<file path="src/core/estl_params.svh">
// Purpose: Named constants for the emergency stop and trip logic.
// Assumes: Included by bare name; definitions only.
// Notes: Byte offsets are word aligned on the APB register map.
`ifndef ESTL_PARAMS_SVH
`define ESTL_PARAMS_SVH
// ----------------------------------------
// Register byte offsets
// ----------------------------------------
`define ESTL_ADDR_CTRL 12'h000
`define ESTL_ADDR_POL 12'h004
`define ESTL_ADDR_ALMSEL 12'h008
`define ESTL_ADDR_THRESH 12'h00C
`define ESTL_ADDR_STATUS 12'h010
`define ESTL_ADDR_IRQ_STAT 12'h014
`define ESTL_ADDR_IRQ_MASK 12'h018
`define ESTL_ADDR_RELAY 12'h01C
`define ESTL_ADDR_IN_BASE 12'h040
`define ESTL_ADDR_OUT_BASE 12'h060
// ----------------------------------------
// Fields, codes and reset values
// ----------------------------------------
`define ESTL_CTRL_RUN 0
`define ESTL_CTRL_PANEL_CLEAR 1
`define ESTL_TERM_RESET 0
`define ESTL_TERM_ESTOP 2
`define ESTL_FUNC_FAULT_CLEAR 7'h12
`define ESTL_FUNC_ESTOP 7'h40
`define ESTL_FUNC_NONE 7'h7F
`define ESTL_FUNC_IN3_RST 7'h06
`define ESTL_FUNC_OTHER_RST 7'h00
`define ESTL_OUT_FUNC_MAX 6'h32
`define ESTL_RELAY_FUNC_MAX 6'h2A
`define ESTL_OUT_FUNC_RUN 6'h00
`define ESTL_OUT_FUNC_ALARM 6'h05
`define ESTL_OUT_FUNC_ESTOP 6'h06
`define ESTL_OUT_FUNC_THERM 6'h07
`define ESTL_ALM_OFF 2'h0
`define ESTL_ALM_3BIT 2'h1
`define ESTL_ALM_4BIT 2'h2
`define ESTL_TRIP_CODE_NONE 6'h00
`define ESTL_TRIP_CODE_ESTOP 6'h25
`define ESTL_TRIP_CODE_THERM 6'h23
`define ESTL_ALM_IDX_NONE 4'h0
`define ESTL_ALM_IDX_ESTOP 4'h1
`define ESTL_ALM_IDX_THERM 4'h2
`define ESTL_THRESH_MAX 14'h270F
`define ESTL_THRESH_RST 14'h0BB8
`define ESTL_IRQ_ESTOP 0
`define ESTL_IRQ_THERM 1
`define ESTL_IRQ_CLEARED 2
`define ESTL_IRQ_SWITCH 3
`endif

</file>
<file path="src/core/estl_pkg.sv">
// Purpose: Shared types of the emergency stop and trip logic.
// Assumes: Constants live in estl_params.svh.
// Notes: Trip state is one-hot.
package estl_pkg;
  // ----------------------------------------
  // Types
  // ----------------------------------------
  typedef enum logic [2:0] {
    ST_READY = 3'b001,
    ST_ESTOP = 3'b010,
    ST_THERM = 3'b100
  } estl_state_t;
  typedef logic [6:0] estl_in_func_t;
  typedef logic [5:0] estl_out_func_t;
endpackage

</file>
<file path="src/core/estl_sync.sv">
// Purpose: Two flop synchroniser for pin levels.
// Assumes: Inputs are slow contact levels, so per-bit sync suffices.
// Notes: First stage is read only by the second stage.
`timescale 1ns/100ps
`default_nettype none
module estl_sync #(
  parameter int W = 1
) (
  input wire logic CLK,
  input wire logic RST,
  input wire logic [W-1:0] D,
  output logic [W-1:0] Q
);
  logic [W-1:0] meta_reg;
  logic [W-1:0] sync_reg;
  // Two stages, reset to contact open
  always_ff @(posedge CLK or posedge RST) begin
    if (RST) begin
      meta_reg <= '0;
      sync_reg <= '0;
    end else begin
      meta_reg <= D;
      sync_reg <= meta_reg;
    end
  end
  assign Q = sync_reg;
endmodule
`default_nettype wire

</file>
<file path="src/core/estl_out_map.sv">
// Purpose: Maps status onto the open-collector outputs and the relay.
// Assumes: All inputs come from flops on the same clock.
// Notes: Combinational; the top registers the result.
`timescale 1ns/100ps
`default_nettype none
`include "estl_params.svh"
module estl_out_map
  import estl_pkg::*;
(
  input wire estl_pkg::estl_out_func_t OUT_FUNC [5],
  input wire estl_pkg::estl_out_func_t RELAY_FUNC,
  input wire logic [1:0] ALM_MODE,
  input wire logic [3:0] ALM_IDX,
  input wire logic RUNNING,
  input wire logic TRIPPED,
  input wire logic ESTOP_TRIP,
  input wire logic THERM_TRIP,
  output logic [4:0] OC,
  output logic RELAY
);
  // Selects one status signal by function code
  function automatic logic fsel(input estl_out_func_t code, input logic run, input logic trip,
                                input logic est, input logic thm);
    logic r;
    r = 1'b0;
    case (code)
      `ESTL_OUT_FUNC_RUN: r = run;
      `ESTL_OUT_FUNC_ALARM: r = trip;
      `ESTL_OUT_FUNC_ESTOP: r = est;
      `ESTL_OUT_FUNC_THERM: r = thm;
      default: r = 1'b0;
    endcase
    return r;
  endfunction

  logic [4:0] plain;
  wire code3 = (ALM_MODE == `ESTL_ALM_3BIT);
  wire code4 = (ALM_MODE == `ESTL_ALM_4BIT);

  // Per-terminal function outputs
  always_comb begin
    plain = 5'h00;
    for (int i = 0; i < 5; i++) begin
      plain[i] = fsel(OUT_FUNC[i], RUNNING, TRIPPED, ESTOP_TRIP, THERM_TRIP);
    end
  end

  // Alarm code takes terminals exclusively, low bit on first terminal
  assign OC[2:0] = (code3 | code4) ? ALM_IDX[2:0] : plain[2:0];
  assign OC[3] = code4 ? ALM_IDX[3] : plain[3];
  assign OC[4] = plain[4];
  assign RELAY = fsel(RELAY_FUNC, RUNNING, TRIPPED, ESTOP_TRIP, THERM_TRIP);
endmodule
`default_nettype wire

</file>
<file path="src/core/estl_top.sv">
// Purpose: Emergency stop, trip latch and terminal function logic.
// Assumes: Contact pins read 1 while the contact is closed.
// Notes: Output gating never waits on software.
//
// The APB register port and the placing of the registers were left to the implementer.
`timescale 1ns/100ps
`default_nettype none
`include "estl_params.svh"
module estl_top
  import estl_pkg::*;
#(
  parameter int NUM_IN = 8,
  parameter int PWM_W = 6
) (
  input wire logic CLK,
  input wire logic RST,
  input wire logic PSEL,
  input wire logic PENABLE,
  input wire logic PWRITE,
  input wire logic [11:0] PADDR,
  input wire logic [31:0] PWDATA,
  output logic [31:0] PRDATA,
  output logic PREADY,
  output logic PSLVERR,
  input wire logic [NUM_IN-1:0] IN_TERM,
  input wire logic ESTOP_ENABLE_SWITCH,
  input wire logic [13:0] EXT_TEMP_OHMS,
  input wire logic [PWM_W-1:0] PWM_REQ,
  output logic [PWM_W-1:0] PWM_OUT,
  output logic [4:0] OC_OUT,
  output logic RELAY_OUT,
  output logic IRQ
);
  import estl_pkg::*;

  // ----------------------------------------
  // Pin synchronisation
  // ----------------------------------------
  logic [NUM_IN-1:0] in_s;
  logic sw_s;
  logic sw_prev_reg;

  estl_sync #(.W(NUM_IN)) u_sync_in (
    .CLK(CLK),
    .RST(RST),
    .D(IN_TERM),
    .Q(in_s)
  );

  estl_sync #(.W(1)) u_sync_sw (
    .CLK(CLK),
    .RST(RST),
    .D(ESTOP_ENABLE_SWITCH),
    .Q(sw_s)
  );

  // ----------------------------------------
  // Registers
  // ----------------------------------------
  estl_in_func_t in_func_reg [NUM_IN];
  estl_out_func_t out_func_reg [5];
  estl_out_func_t relay_func_reg;
  logic [NUM_IN-1:0] pol_reg;
  logic [1:0] alm_sel_reg;
  logic [13:0] thresh_reg;
  logic run_reg;
  logic [3:0] irq_stat_reg;
  logic [3:0] irq_mask_reg;
  logic [31:0] prdata_reg;
  logic pslverr_reg;
  logic [PWM_W-1:0] pwm_out_reg;
  logic [4:0] oc_reg;
  logic relay_reg;
  estl_state_t state_reg;
  estl_state_t state_next;

  // ----------------------------------------
  // Switch edges and terminal meaning
  // ----------------------------------------
  wire sw_rise = sw_s & ~sw_prev_reg;
  wire sw_fall = ~sw_s & sw_prev_reg;
  // Function lives only while the switch is seen on
  wire estop_on = sw_s;
  // Closed contact on terminal 1 asserts reset, fixed NO
  wire fault_clear_input = in_s[`ESTL_TERM_RESET];
  // Fixed NC: an open, broken or miswired line reads as stop
  wire estop_input = ~in_s[`ESTL_TERM_ESTOP];
  wire stop_req = estop_on & estop_input;
  wire [NUM_IN-1:0] term_active = in_s ^ pol_reg;

  // Reset input: dedicated terminal when enabled, any fault clear terminal otherwise
  logic any_clear;
  always_comb begin
    any_clear = 1'b0;
    for (int i = 0; i < NUM_IN; i++) begin
      if (in_func_reg[i] == `ESTL_FUNC_FAULT_CLEAR && term_active[i]) begin
        any_clear = 1'b1;
      end
    end
  end
  wire reset_in = estop_on ? fault_clear_input : any_clear;

  // ----------------------------------------
  // APB decode
  // ----------------------------------------
  wire setup = PSEL & ~PENABLE;
  wire wr_en = PSEL & PENABLE & PWRITE;
  wire [11:0] in_off = PADDR - `ESTL_ADDR_IN_BASE;
  wire [11:0] out_off = PADDR - `ESTL_ADDR_OUT_BASE;
  wire hit_in = (PADDR >= `ESTL_ADDR_IN_BASE) && (in_off[11:2] < NUM_IN[9:0]) && (PADDR[1:0] == 2'h0);
  wire hit_out = (PADDR >= `ESTL_ADDR_OUT_BASE) && (out_off[11:2] < 10'h005) && (PADDR[1:0] == 2'h0);
  wire [2:0] in_idx = in_off[4:2];
  wire [2:0] out_idx = out_off[4:2];
  wire hit_fixed = (PADDR == `ESTL_ADDR_CTRL) || (PADDR == `ESTL_ADDR_POL) ||
                   (PADDR == `ESTL_ADDR_ALMSEL) || (PADDR == `ESTL_ADDR_THRESH) ||
                   (PADDR == `ESTL_ADDR_STATUS) || (PADDR == `ESTL_ADDR_IRQ_STAT) ||
                   (PADDR == `ESTL_ADDR_IRQ_MASK) || (PADDR == `ESTL_ADDR_RELAY);
  wire mapped = hit_fixed | hit_in | hit_out;
  // Dedicated terminals are locked while enabled; the stop function is never writable
  wire in_locked = estop_on && (in_idx == 3'(`ESTL_TERM_RESET) || in_idx == 3'(`ESTL_TERM_ESTOP));
  wire in_bad = hit_in && (in_locked || PWDATA[6:0] == `ESTL_FUNC_ESTOP);
  wire out_bad = hit_out && (PWDATA[5:0] > `ESTL_OUT_FUNC_MAX);
  wire relay_bad = (PADDR == `ESTL_ADDR_RELAY) && (PWDATA[5:0] > `ESTL_RELAY_FUNC_MAX);
  wire thr_bad = (PADDR == `ESTL_ADDR_THRESH) && (PWDATA[13:0] > `ESTL_THRESH_MAX);
  wire wr_bad = PWRITE && (in_bad || out_bad || relay_bad || thr_bad || PADDR == `ESTL_ADDR_STATUS);
  wire err = ~mapped | wr_bad;
  wire wr_ok = wr_en & ~pslverr_reg;
  wire panel_clear = wr_ok && (PADDR == `ESTL_ADDR_CTRL) && PWDATA[`ESTL_CTRL_PANEL_CLEAR];

  // ----------------------------------------
  // Trip state
  // ----------------------------------------
  wire therm_over = EXT_TEMP_OHMS > thresh_reg;
  wire estop_trip = (state_reg == ST_ESTOP);
  wire therm_trip = (state_reg == ST_THERM);
  wire tripped = estop_trip | therm_trip;

  // Stop beats everything; stop trip ignores the panel clear
  always_comb begin
    state_next = state_reg;
    case (state_reg)
      ST_READY: begin
        if (stop_req) begin
          state_next = ST_ESTOP;
        end else if (therm_over) begin
          state_next = ST_THERM;
        end
      end
      ST_THERM: begin
        if (stop_req) begin
          state_next = ST_ESTOP;
        end else if ((reset_in | panel_clear) && !therm_over) begin
          state_next = ST_READY;
        end
      end
      ST_ESTOP: begin
        // Held until terminal 1 reset with the stop withdrawn, or any fault clear terminal while the switch is off
        if (estop_on && fault_clear_input && !stop_req) begin
          state_next = therm_over ? ST_THERM : ST_READY;
        end else if (!estop_on && reset_in) begin
          state_next = therm_over ? ST_THERM : ST_READY;
        end
      end
      default: state_next = ST_ESTOP;
    endcase
  end

  always_ff @(posedge CLK or posedge RST) begin
    if (RST) begin
      state_reg <= ST_READY;
    end else begin
      state_reg <= state_next;
    end
  end

  // Output gating straight from the stop input as well as from the state register
  wire gate_ok = run_reg & ~stop_req & ~tripped;
  always_ff @(posedge CLK or posedge RST) begin
    if (RST) begin
      pwm_out_reg <= '0;
    end else begin
      pwm_out_reg <= gate_ok ? PWM_REQ : '0;
    end
  end

  // ----------------------------------------
  // Input terminal function table
  // ----------------------------------------
  // Switch edges override software writes in the same cycle
  always_ff @(posedge CLK or posedge RST) begin
    if (RST) begin
      sw_prev_reg <= 1'b0;
      for (int i = 0; i < NUM_IN; i++) begin
        in_func_reg[i] <= `ESTL_FUNC_OTHER_RST;
      end
      in_func_reg[`ESTL_TERM_RESET] <= `ESTL_FUNC_FAULT_CLEAR;
      in_func_reg[`ESTL_TERM_ESTOP] <= `ESTL_FUNC_IN3_RST;
      pol_reg <= '0;
    end else begin
      sw_prev_reg <= sw_s;
      if (wr_ok && hit_in) begin
        in_func_reg[in_idx] <= PWDATA[6:0];
      end
      if (wr_ok && PADDR == `ESTL_ADDR_POL) begin
        pol_reg <= PWDATA[NUM_IN-1:0];
        if (estop_on) begin
          pol_reg[`ESTL_TERM_RESET] <= pol_reg[`ESTL_TERM_RESET];
          pol_reg[`ESTL_TERM_ESTOP] <= pol_reg[`ESTL_TERM_ESTOP];
        end
      end
      if (sw_rise) begin
        for (int i = 0; i < NUM_IN; i++) begin
          if (in_func_reg[i] == `ESTL_FUNC_FAULT_CLEAR) begin
            in_func_reg[i] <= `ESTL_FUNC_NONE;
          end
        end
        in_func_reg[`ESTL_TERM_RESET] <= `ESTL_FUNC_FAULT_CLEAR;
        in_func_reg[`ESTL_TERM_ESTOP] <= `ESTL_FUNC_ESTOP;
        pol_reg[`ESTL_TERM_RESET] <= 1'b0;
        pol_reg[`ESTL_TERM_ESTOP] <= 1'b1;
      end
      if (sw_fall) begin
        in_func_reg[`ESTL_TERM_ESTOP] <= `ESTL_FUNC_NONE;
      end
    end
  end

  // ----------------------------------------
  // Control, output and threshold registers
  // ----------------------------------------
  always_ff @(posedge CLK or posedge RST) begin
    if (RST) begin
      run_reg <= 1'b0;
      alm_sel_reg <= `ESTL_ALM_OFF;
      thresh_reg <= `ESTL_THRESH_RST;
      relay_func_reg <= `ESTL_OUT_FUNC_ALARM;
      irq_mask_reg <= 4'h0;
      for (int i = 0; i < 5; i++) begin
        out_func_reg[i] <= `ESTL_OUT_FUNC_RUN;
      end
    end else begin
      if (wr_ok && PADDR == `ESTL_ADDR_CTRL) begin
        run_reg <= PWDATA[`ESTL_CTRL_RUN];
      end
      if (wr_ok && PADDR == `ESTL_ADDR_ALMSEL) begin
        alm_sel_reg <= PWDATA[1:0];
      end
      if (wr_ok && PADDR == `ESTL_ADDR_THRESH) begin
        thresh_reg <= PWDATA[13:0];
      end
      if (wr_ok && PADDR == `ESTL_ADDR_RELAY) begin
        relay_func_reg <= PWDATA[5:0];
      end
      if (wr_ok && PADDR == `ESTL_ADDR_IRQ_MASK) begin
        irq_mask_reg <= PWDATA[3:0];
      end
      if (wr_ok && hit_out) begin
        out_func_reg[out_idx] <= PWDATA[5:0];
      end
    end
  end

  // ----------------------------------------
  // Interrupt status, set wins over clear
  // ----------------------------------------
  wire [3:0] irq_evt;
  assign irq_evt[`ESTL_IRQ_ESTOP] = (state_next == ST_ESTOP) && !estop_trip;
  assign irq_evt[`ESTL_IRQ_THERM] = (state_next == ST_THERM) && !therm_trip;
  assign irq_evt[`ESTL_IRQ_CLEARED] = (state_next == ST_READY) && tripped;
  assign irq_evt[`ESTL_IRQ_SWITCH] = sw_rise | sw_fall;
  wire [3:0] irq_w1c = (wr_ok && PADDR == `ESTL_ADDR_IRQ_STAT) ? PWDATA[3:0] : 4'h0;

  always_ff @(posedge CLK or posedge RST) begin
    if (RST) begin
      irq_stat_reg <= 4'h0;
    end else begin
      irq_stat_reg <= (irq_stat_reg & ~irq_w1c) | irq_evt;
    end
  end
  assign IRQ = |(irq_stat_reg & irq_mask_reg);

  // ----------------------------------------
  // Terminal outputs
  // ----------------------------------------
  // Trip cause as a small binary index
  function automatic logic [3:0] alm_idx(input estl_state_t st);
    logic [3:0] r;
    r = `ESTL_ALM_IDX_NONE;
    case (st)
      ST_ESTOP: r = `ESTL_ALM_IDX_ESTOP;
      ST_THERM: r = `ESTL_ALM_IDX_THERM;
      default: r = `ESTL_ALM_IDX_NONE;
    endcase
    return r;
  endfunction

  wire [4:0] oc_map;
  wire relay_map;
  estl_out_map u_out_map (
    .OUT_FUNC(out_func_reg),
    .RELAY_FUNC(relay_func_reg),
    .ALM_MODE(alm_sel_reg),
    .ALM_IDX(alm_idx(state_reg)),
    .RUNNING(gate_ok),
    .TRIPPED(tripped),
    .ESTOP_TRIP(estop_trip),
    .THERM_TRIP(therm_trip),
    .OC(oc_map),
    .RELAY(relay_map)
  );

  always_ff @(posedge CLK or posedge RST) begin
    if (RST) begin
      oc_reg <= 5'h00;
      relay_reg <= 1'b0;
    end else begin
      oc_reg <= oc_map;
      relay_reg <= relay_map;
    end
  end

  // ----------------------------------------
  // Read path, latched in the setup cycle
  // ----------------------------------------
  wire [5:0] trip_code = estop_trip ? `ESTL_TRIP_CODE_ESTOP :
                         therm_trip ? `ESTL_TRIP_CODE_THERM : `ESTL_TRIP_CODE_NONE;
  wire [31:0] status_word = {16'h0000, 2'h0, trip_code, 4'h0, stop_req, sw_s, therm_trip, estop_trip};
  logic [31:0] rd_mux;
  always_comb begin
    rd_mux = 32'h0000_0000;
    if (hit_in) begin
      rd_mux = {25'h0000000, in_func_reg[in_idx]};
    end else if (hit_out) begin
      rd_mux = {26'h0000000, out_func_reg[out_idx]};
    end else begin
      case (PADDR)
        `ESTL_ADDR_CTRL: rd_mux = {31'h00000000, run_reg};
        `ESTL_ADDR_POL: rd_mux = {{(32 - NUM_IN){1'b0}}, pol_reg};
        `ESTL_ADDR_ALMSEL: rd_mux = {30'h00000000, alm_sel_reg};
        `ESTL_ADDR_THRESH: rd_mux = {18'h00000, thresh_reg};
        `ESTL_ADDR_STATUS: rd_mux = status_word;
        `ESTL_ADDR_IRQ_STAT: rd_mux = {28'h0000000, irq_stat_reg};
        `ESTL_ADDR_IRQ_MASK: rd_mux = {28'h0000000, irq_mask_reg};
        `ESTL_ADDR_RELAY: rd_mux = {26'h0000000, relay_func_reg};
        default: rd_mux = 32'h0000_0000;
      endcase
    end
  end

  always_ff @(posedge CLK or posedge RST) begin
    if (RST) begin
      prdata_reg <= 32'h0000_0000;
      pslverr_reg <= 1'b0;
    end else if (setup) begin
      prdata_reg <= PWRITE ? 32'h0000_0000 : rd_mux;
      pslverr_reg <= err;
    end
  end

  assign PRDATA = prdata_reg;
  assign PREADY = 1'b1;
  assign PSLVERR = PSEL & PENABLE & pslverr_reg;
  assign PWM_OUT = pwm_out_reg;
  assign OC_OUT = oc_reg;
  assign RELAY_OUT = relay_reg;
endmodule
`default_nettype wire

</file>
<file path="config.mk">
export PLATFORM = sky130hd
export DESIGN_NAME = estl_top
export DESIGN_NICKNAME = d
export VERILOG_FILES = /design/src/core/estl_pkg.sv /design/src/core/estl_sync.sv /design/src/core/estl_out_map.sv /design/src/core/estl_top.sv
export VERILOG_INCLUDE_DIRS = /design/src /design/src/core
export SDC_FILE = /design/constraint.sdc
export NUM_CORES = 1
export LEC_CHECK = 0
export ABC_AREA = 1
export BUFFER_PORTS_ARGS = -buffer_cell sky130_fd_sc_hd__buf_2
export CAP_MARGIN = 20
export CORE_ASPECT_RATIO = 0.8
export CORE_UTILIZATION = 63
export CTS_CLUSTER_DIAMETER = 60
export DETAILED_ROUTE_END_ITERATION = 7
export PLACE_DENSITY_LB_ADDON = 0.1
export SLEW_MARGIN = 30
export SYNTH_ARGS = -nofsm -noshare
export SYNTH_HDL_FRONTEND = slang
export SYNTH_SLANG_ARGS = --single-unit
</file>
<file path="constraint.sdc">
create_clock -name CLK -period 8.6 [get_ports CLK]
set_input_delay 1.72 -clock CLK [delete_from_list [all_inputs] [get_ports CLK]]
set_output_delay 1.72 -clock CLK [all_outputs]
set_load 0.01 [all_outputs]
</file>
==> results.toml <==
[power]
power.internal_mw = 1.32
pwr-share-comb_pct = 12.0
swShare_pct = 27.9
p_leak_nw = 5.13
p_clk_share_pct = 41.7
p_seq_share_pct = 46.3
power.switching_uw = 509
powerDensity_nw_per_um2 = 177
irDropWorstVdd_v = 0.000173

[setup_path]
endpoint_kind = "output pin"
worstReg2RegEnd = "RELAY_OUT"
reg2regPathDepth = 8
crit_end = "PSLVERR"
crit_family = "buffers and inverters"
critPathMaxStageDelay_ns = 0.13
worstPathRequired_ns = 6.88
cp_num_buf_inv = 2
cp-start-kind = "input port"
r2r_slack_ns = 5.53
crit_type = "in2out"
path_max_fanout = 3
crit_chain = "buf_2, nand2_1, nor2_1, buf_2"
r2r_start = "state_reg[0]"
path_common_cell = "buf_2"
critical_path_depth = 4
arrival_ns = 2.08
critPathLaunch = "PENABLE"
crit_slowest_cell = "buf_2"

[sta]
final-max-slew-violation-count = 0
hold_violations = 0
min_period_ns = 3.80
fin_tns_setup_ns = 0
maxSlewHeadroom_pct = 36.8
finalCritPeriodShare_pct = 44.2
finalSetupViolCount = 0
tightest_slew_ns = 0.948
fmax_ghz = 0.263
worst_slack_ns = 4.80
rsz0062_at_grt = "false"
holdWs_ns = 0.346
fin_worst_skew_ns = 0.00872

[cells_and_area]
syn2layout_area_growth_pct = 11.0
register_area_sq_um = 4370
drive_gt1_share_pct = 14.0
multi_input_area_sq_um = 4090
antenna_cells = 0
fillers = 1171
final_util_pct = 72.0
layout.nets = 1345
largest_register_ffs = 56

[synth]
yosysWarnings = 0
synth-edff-count = 0
synth_top_area_cell = "dfrtp_1"
syn_avg_cell_area_sq_um = 7.92
synth_area_leaders = "dfrtp_1 (43%), nand2_1 (11%), inv_1 (6.2%)"
ys_types = 46
yosys-top-cells-count = "nand2_1 (273), dfrtp_1 (160), inv_1 (153)"
ys.flop_type = "dfrtp_1"
syn-cell-area_sq_um = 9310
ys_seq_elements = 174
syn_inst = 1176
yosysTopAreaCellShare_pct = 43.0
ys_async_sr_fraction_pct = 100
yosysSeqAreaShare_pct = 47.0
synth.most_common_cell = "nand2_1"

[route]
viasPerCell = 5.99
initialDrtViolationCount = 1114
totalWireLength_mm = 26.5
wl_met1_mm = 11.5
first_pass_iters = 8
ant_nets = 0
met3_length_mm = 2.84
dr_total_vias = 8660
wl_per_cell_um = 18.4
drc = 5
highest_layer = "met4"
wl_met2_mm = 11.4

[clocking]
clk_pin_slew_ns = 0.06
ctsHoldBuffers = 0
cts_resized = 0
cts_root_buf = "clkbuf_16"
clk_path_buf_depth = 2
ctsHtreeMaxLevel = 4
clock-sinks = 174
cts_buffers = 17
post_cts_buffers = 0
clk_latency_ns = 0.43
tritoncts = "done"

[placed_design]
preCtsSetupSlack_ns = 4.43
gp_congestion = 0.947
io_buffer_count = 87
hpwl_mm = 18.5

[min_path]
worstHoldPathType = "reg2reg"

[run]
cap_violations = 0

[grt]
grt_pass1_vias = 7825
grt_max_degree = 83
grt_pass1_wl_mm = 41.8
grt-ovfl-total = 0
grt_usage_pct = 36.7
grt_antenna_before_repair = 0

[run_status]
failed_checks = "DRC"
status = "finished, violations left"

[die]
core_sq_um = 14300
io-pin-count = 125
dieArea_sq_um = 15300
fp.dieW_um = 138
rows = 39
die_h_um = 111
start_util_pct = 64.9
layout by cell type (no fill, tap or decap), types with 7 or more instances in the layout:
master,n
a21oi_1,64
nand2_1,273
ha_1,19
buf_2,87
o22ai_1,30
nor2_1,75
nor3_1,15
o21ai_1,58
o221ai_1,7
conb_1,19
dfrtp_1,160
dfstp_2,14
clkbuf_16,17
nand3_1,55
o21ai_0,88
inv_2,10
nand2_2,9
nand4_1,15
inv_1,152
o211ai_1,28
power groups by stage:
stage	Clock (mW)	Combinational (mW)	Sequential, mW
after floorplan	0	0.138	0.858
after global placement	0	0.211	0.860
after detailed placement	0	0.212	0.860
after CTS	0.767	0.215	0.845
final	0.762	0.219	0.846
after global routing	0.804	0.240	0.847
through the flow:
step	cells	total power [mW]	instance area, sq um
floorplan	1193	0.997	9370
global placement	1413	1.07	9770
detailed placement	1413	1.07	9770
CTS	1445	1.83	10300
global route	1445	1.89	10300
finish	1445	1.83	10300
cell families (layout without fill, tap and decap cells):
family | after synthesis | in the layout | share of synthesized area, %
other | 2 | 19 | 0.0807
DFF | 174 | 174 | 47.0
adders and majority gates | 19 | 19 | 2.55
buffers and inverters | 217 | 285 | 9.77
muxes | 4 | 4 | 0.484
AOI/OAI and AO/OA | 294 | 294 | 17.9
and+or+nand+nor | 466 | 466 | 22.2
metal layers:
metal,vias to the layer above,global-route usage (%)
met5,-,0
met3,63,7.64
li1,4031,-
met1,4058,55.8
met2,508,51.9
met4,0,12.9
cell type report:
type | instances | area share (%)
Sequential cell | 174 | 42.3
Clock inverter | 12 | 1.30
Timing Repair Buffer | 89 | 4.36
Tap cell | 184 | 2.23
Clock buffer | 20 | 4.22
Inverter | 164 | 6.00
Multi-Input combinational cell | 802 | 39.6
worst min path at each step:
stage	startpoint	to	cells after the start
4_1_cts	u_sync_sw.meta_reg	u_sync_sw.Q	0
3_3_place_gp	u_sync_in.meta_reg[1]	u_sync_in.Q[1]	0
2_1_floorplan	u_sync_in.meta_reg[0]	u_sync_in.Q[0]	0
5_1_grt	u_sync_in.meta_reg[6]	u_sync_in.Q[6]	0
3_5_place_dp	u_sync_sw.meta_reg	u_sync_sw.Q	0
6_report	u_sync_sw.meta_reg	u_sync_sw.Q	0
Note: power is estimated with default switching activity, not from simulation.
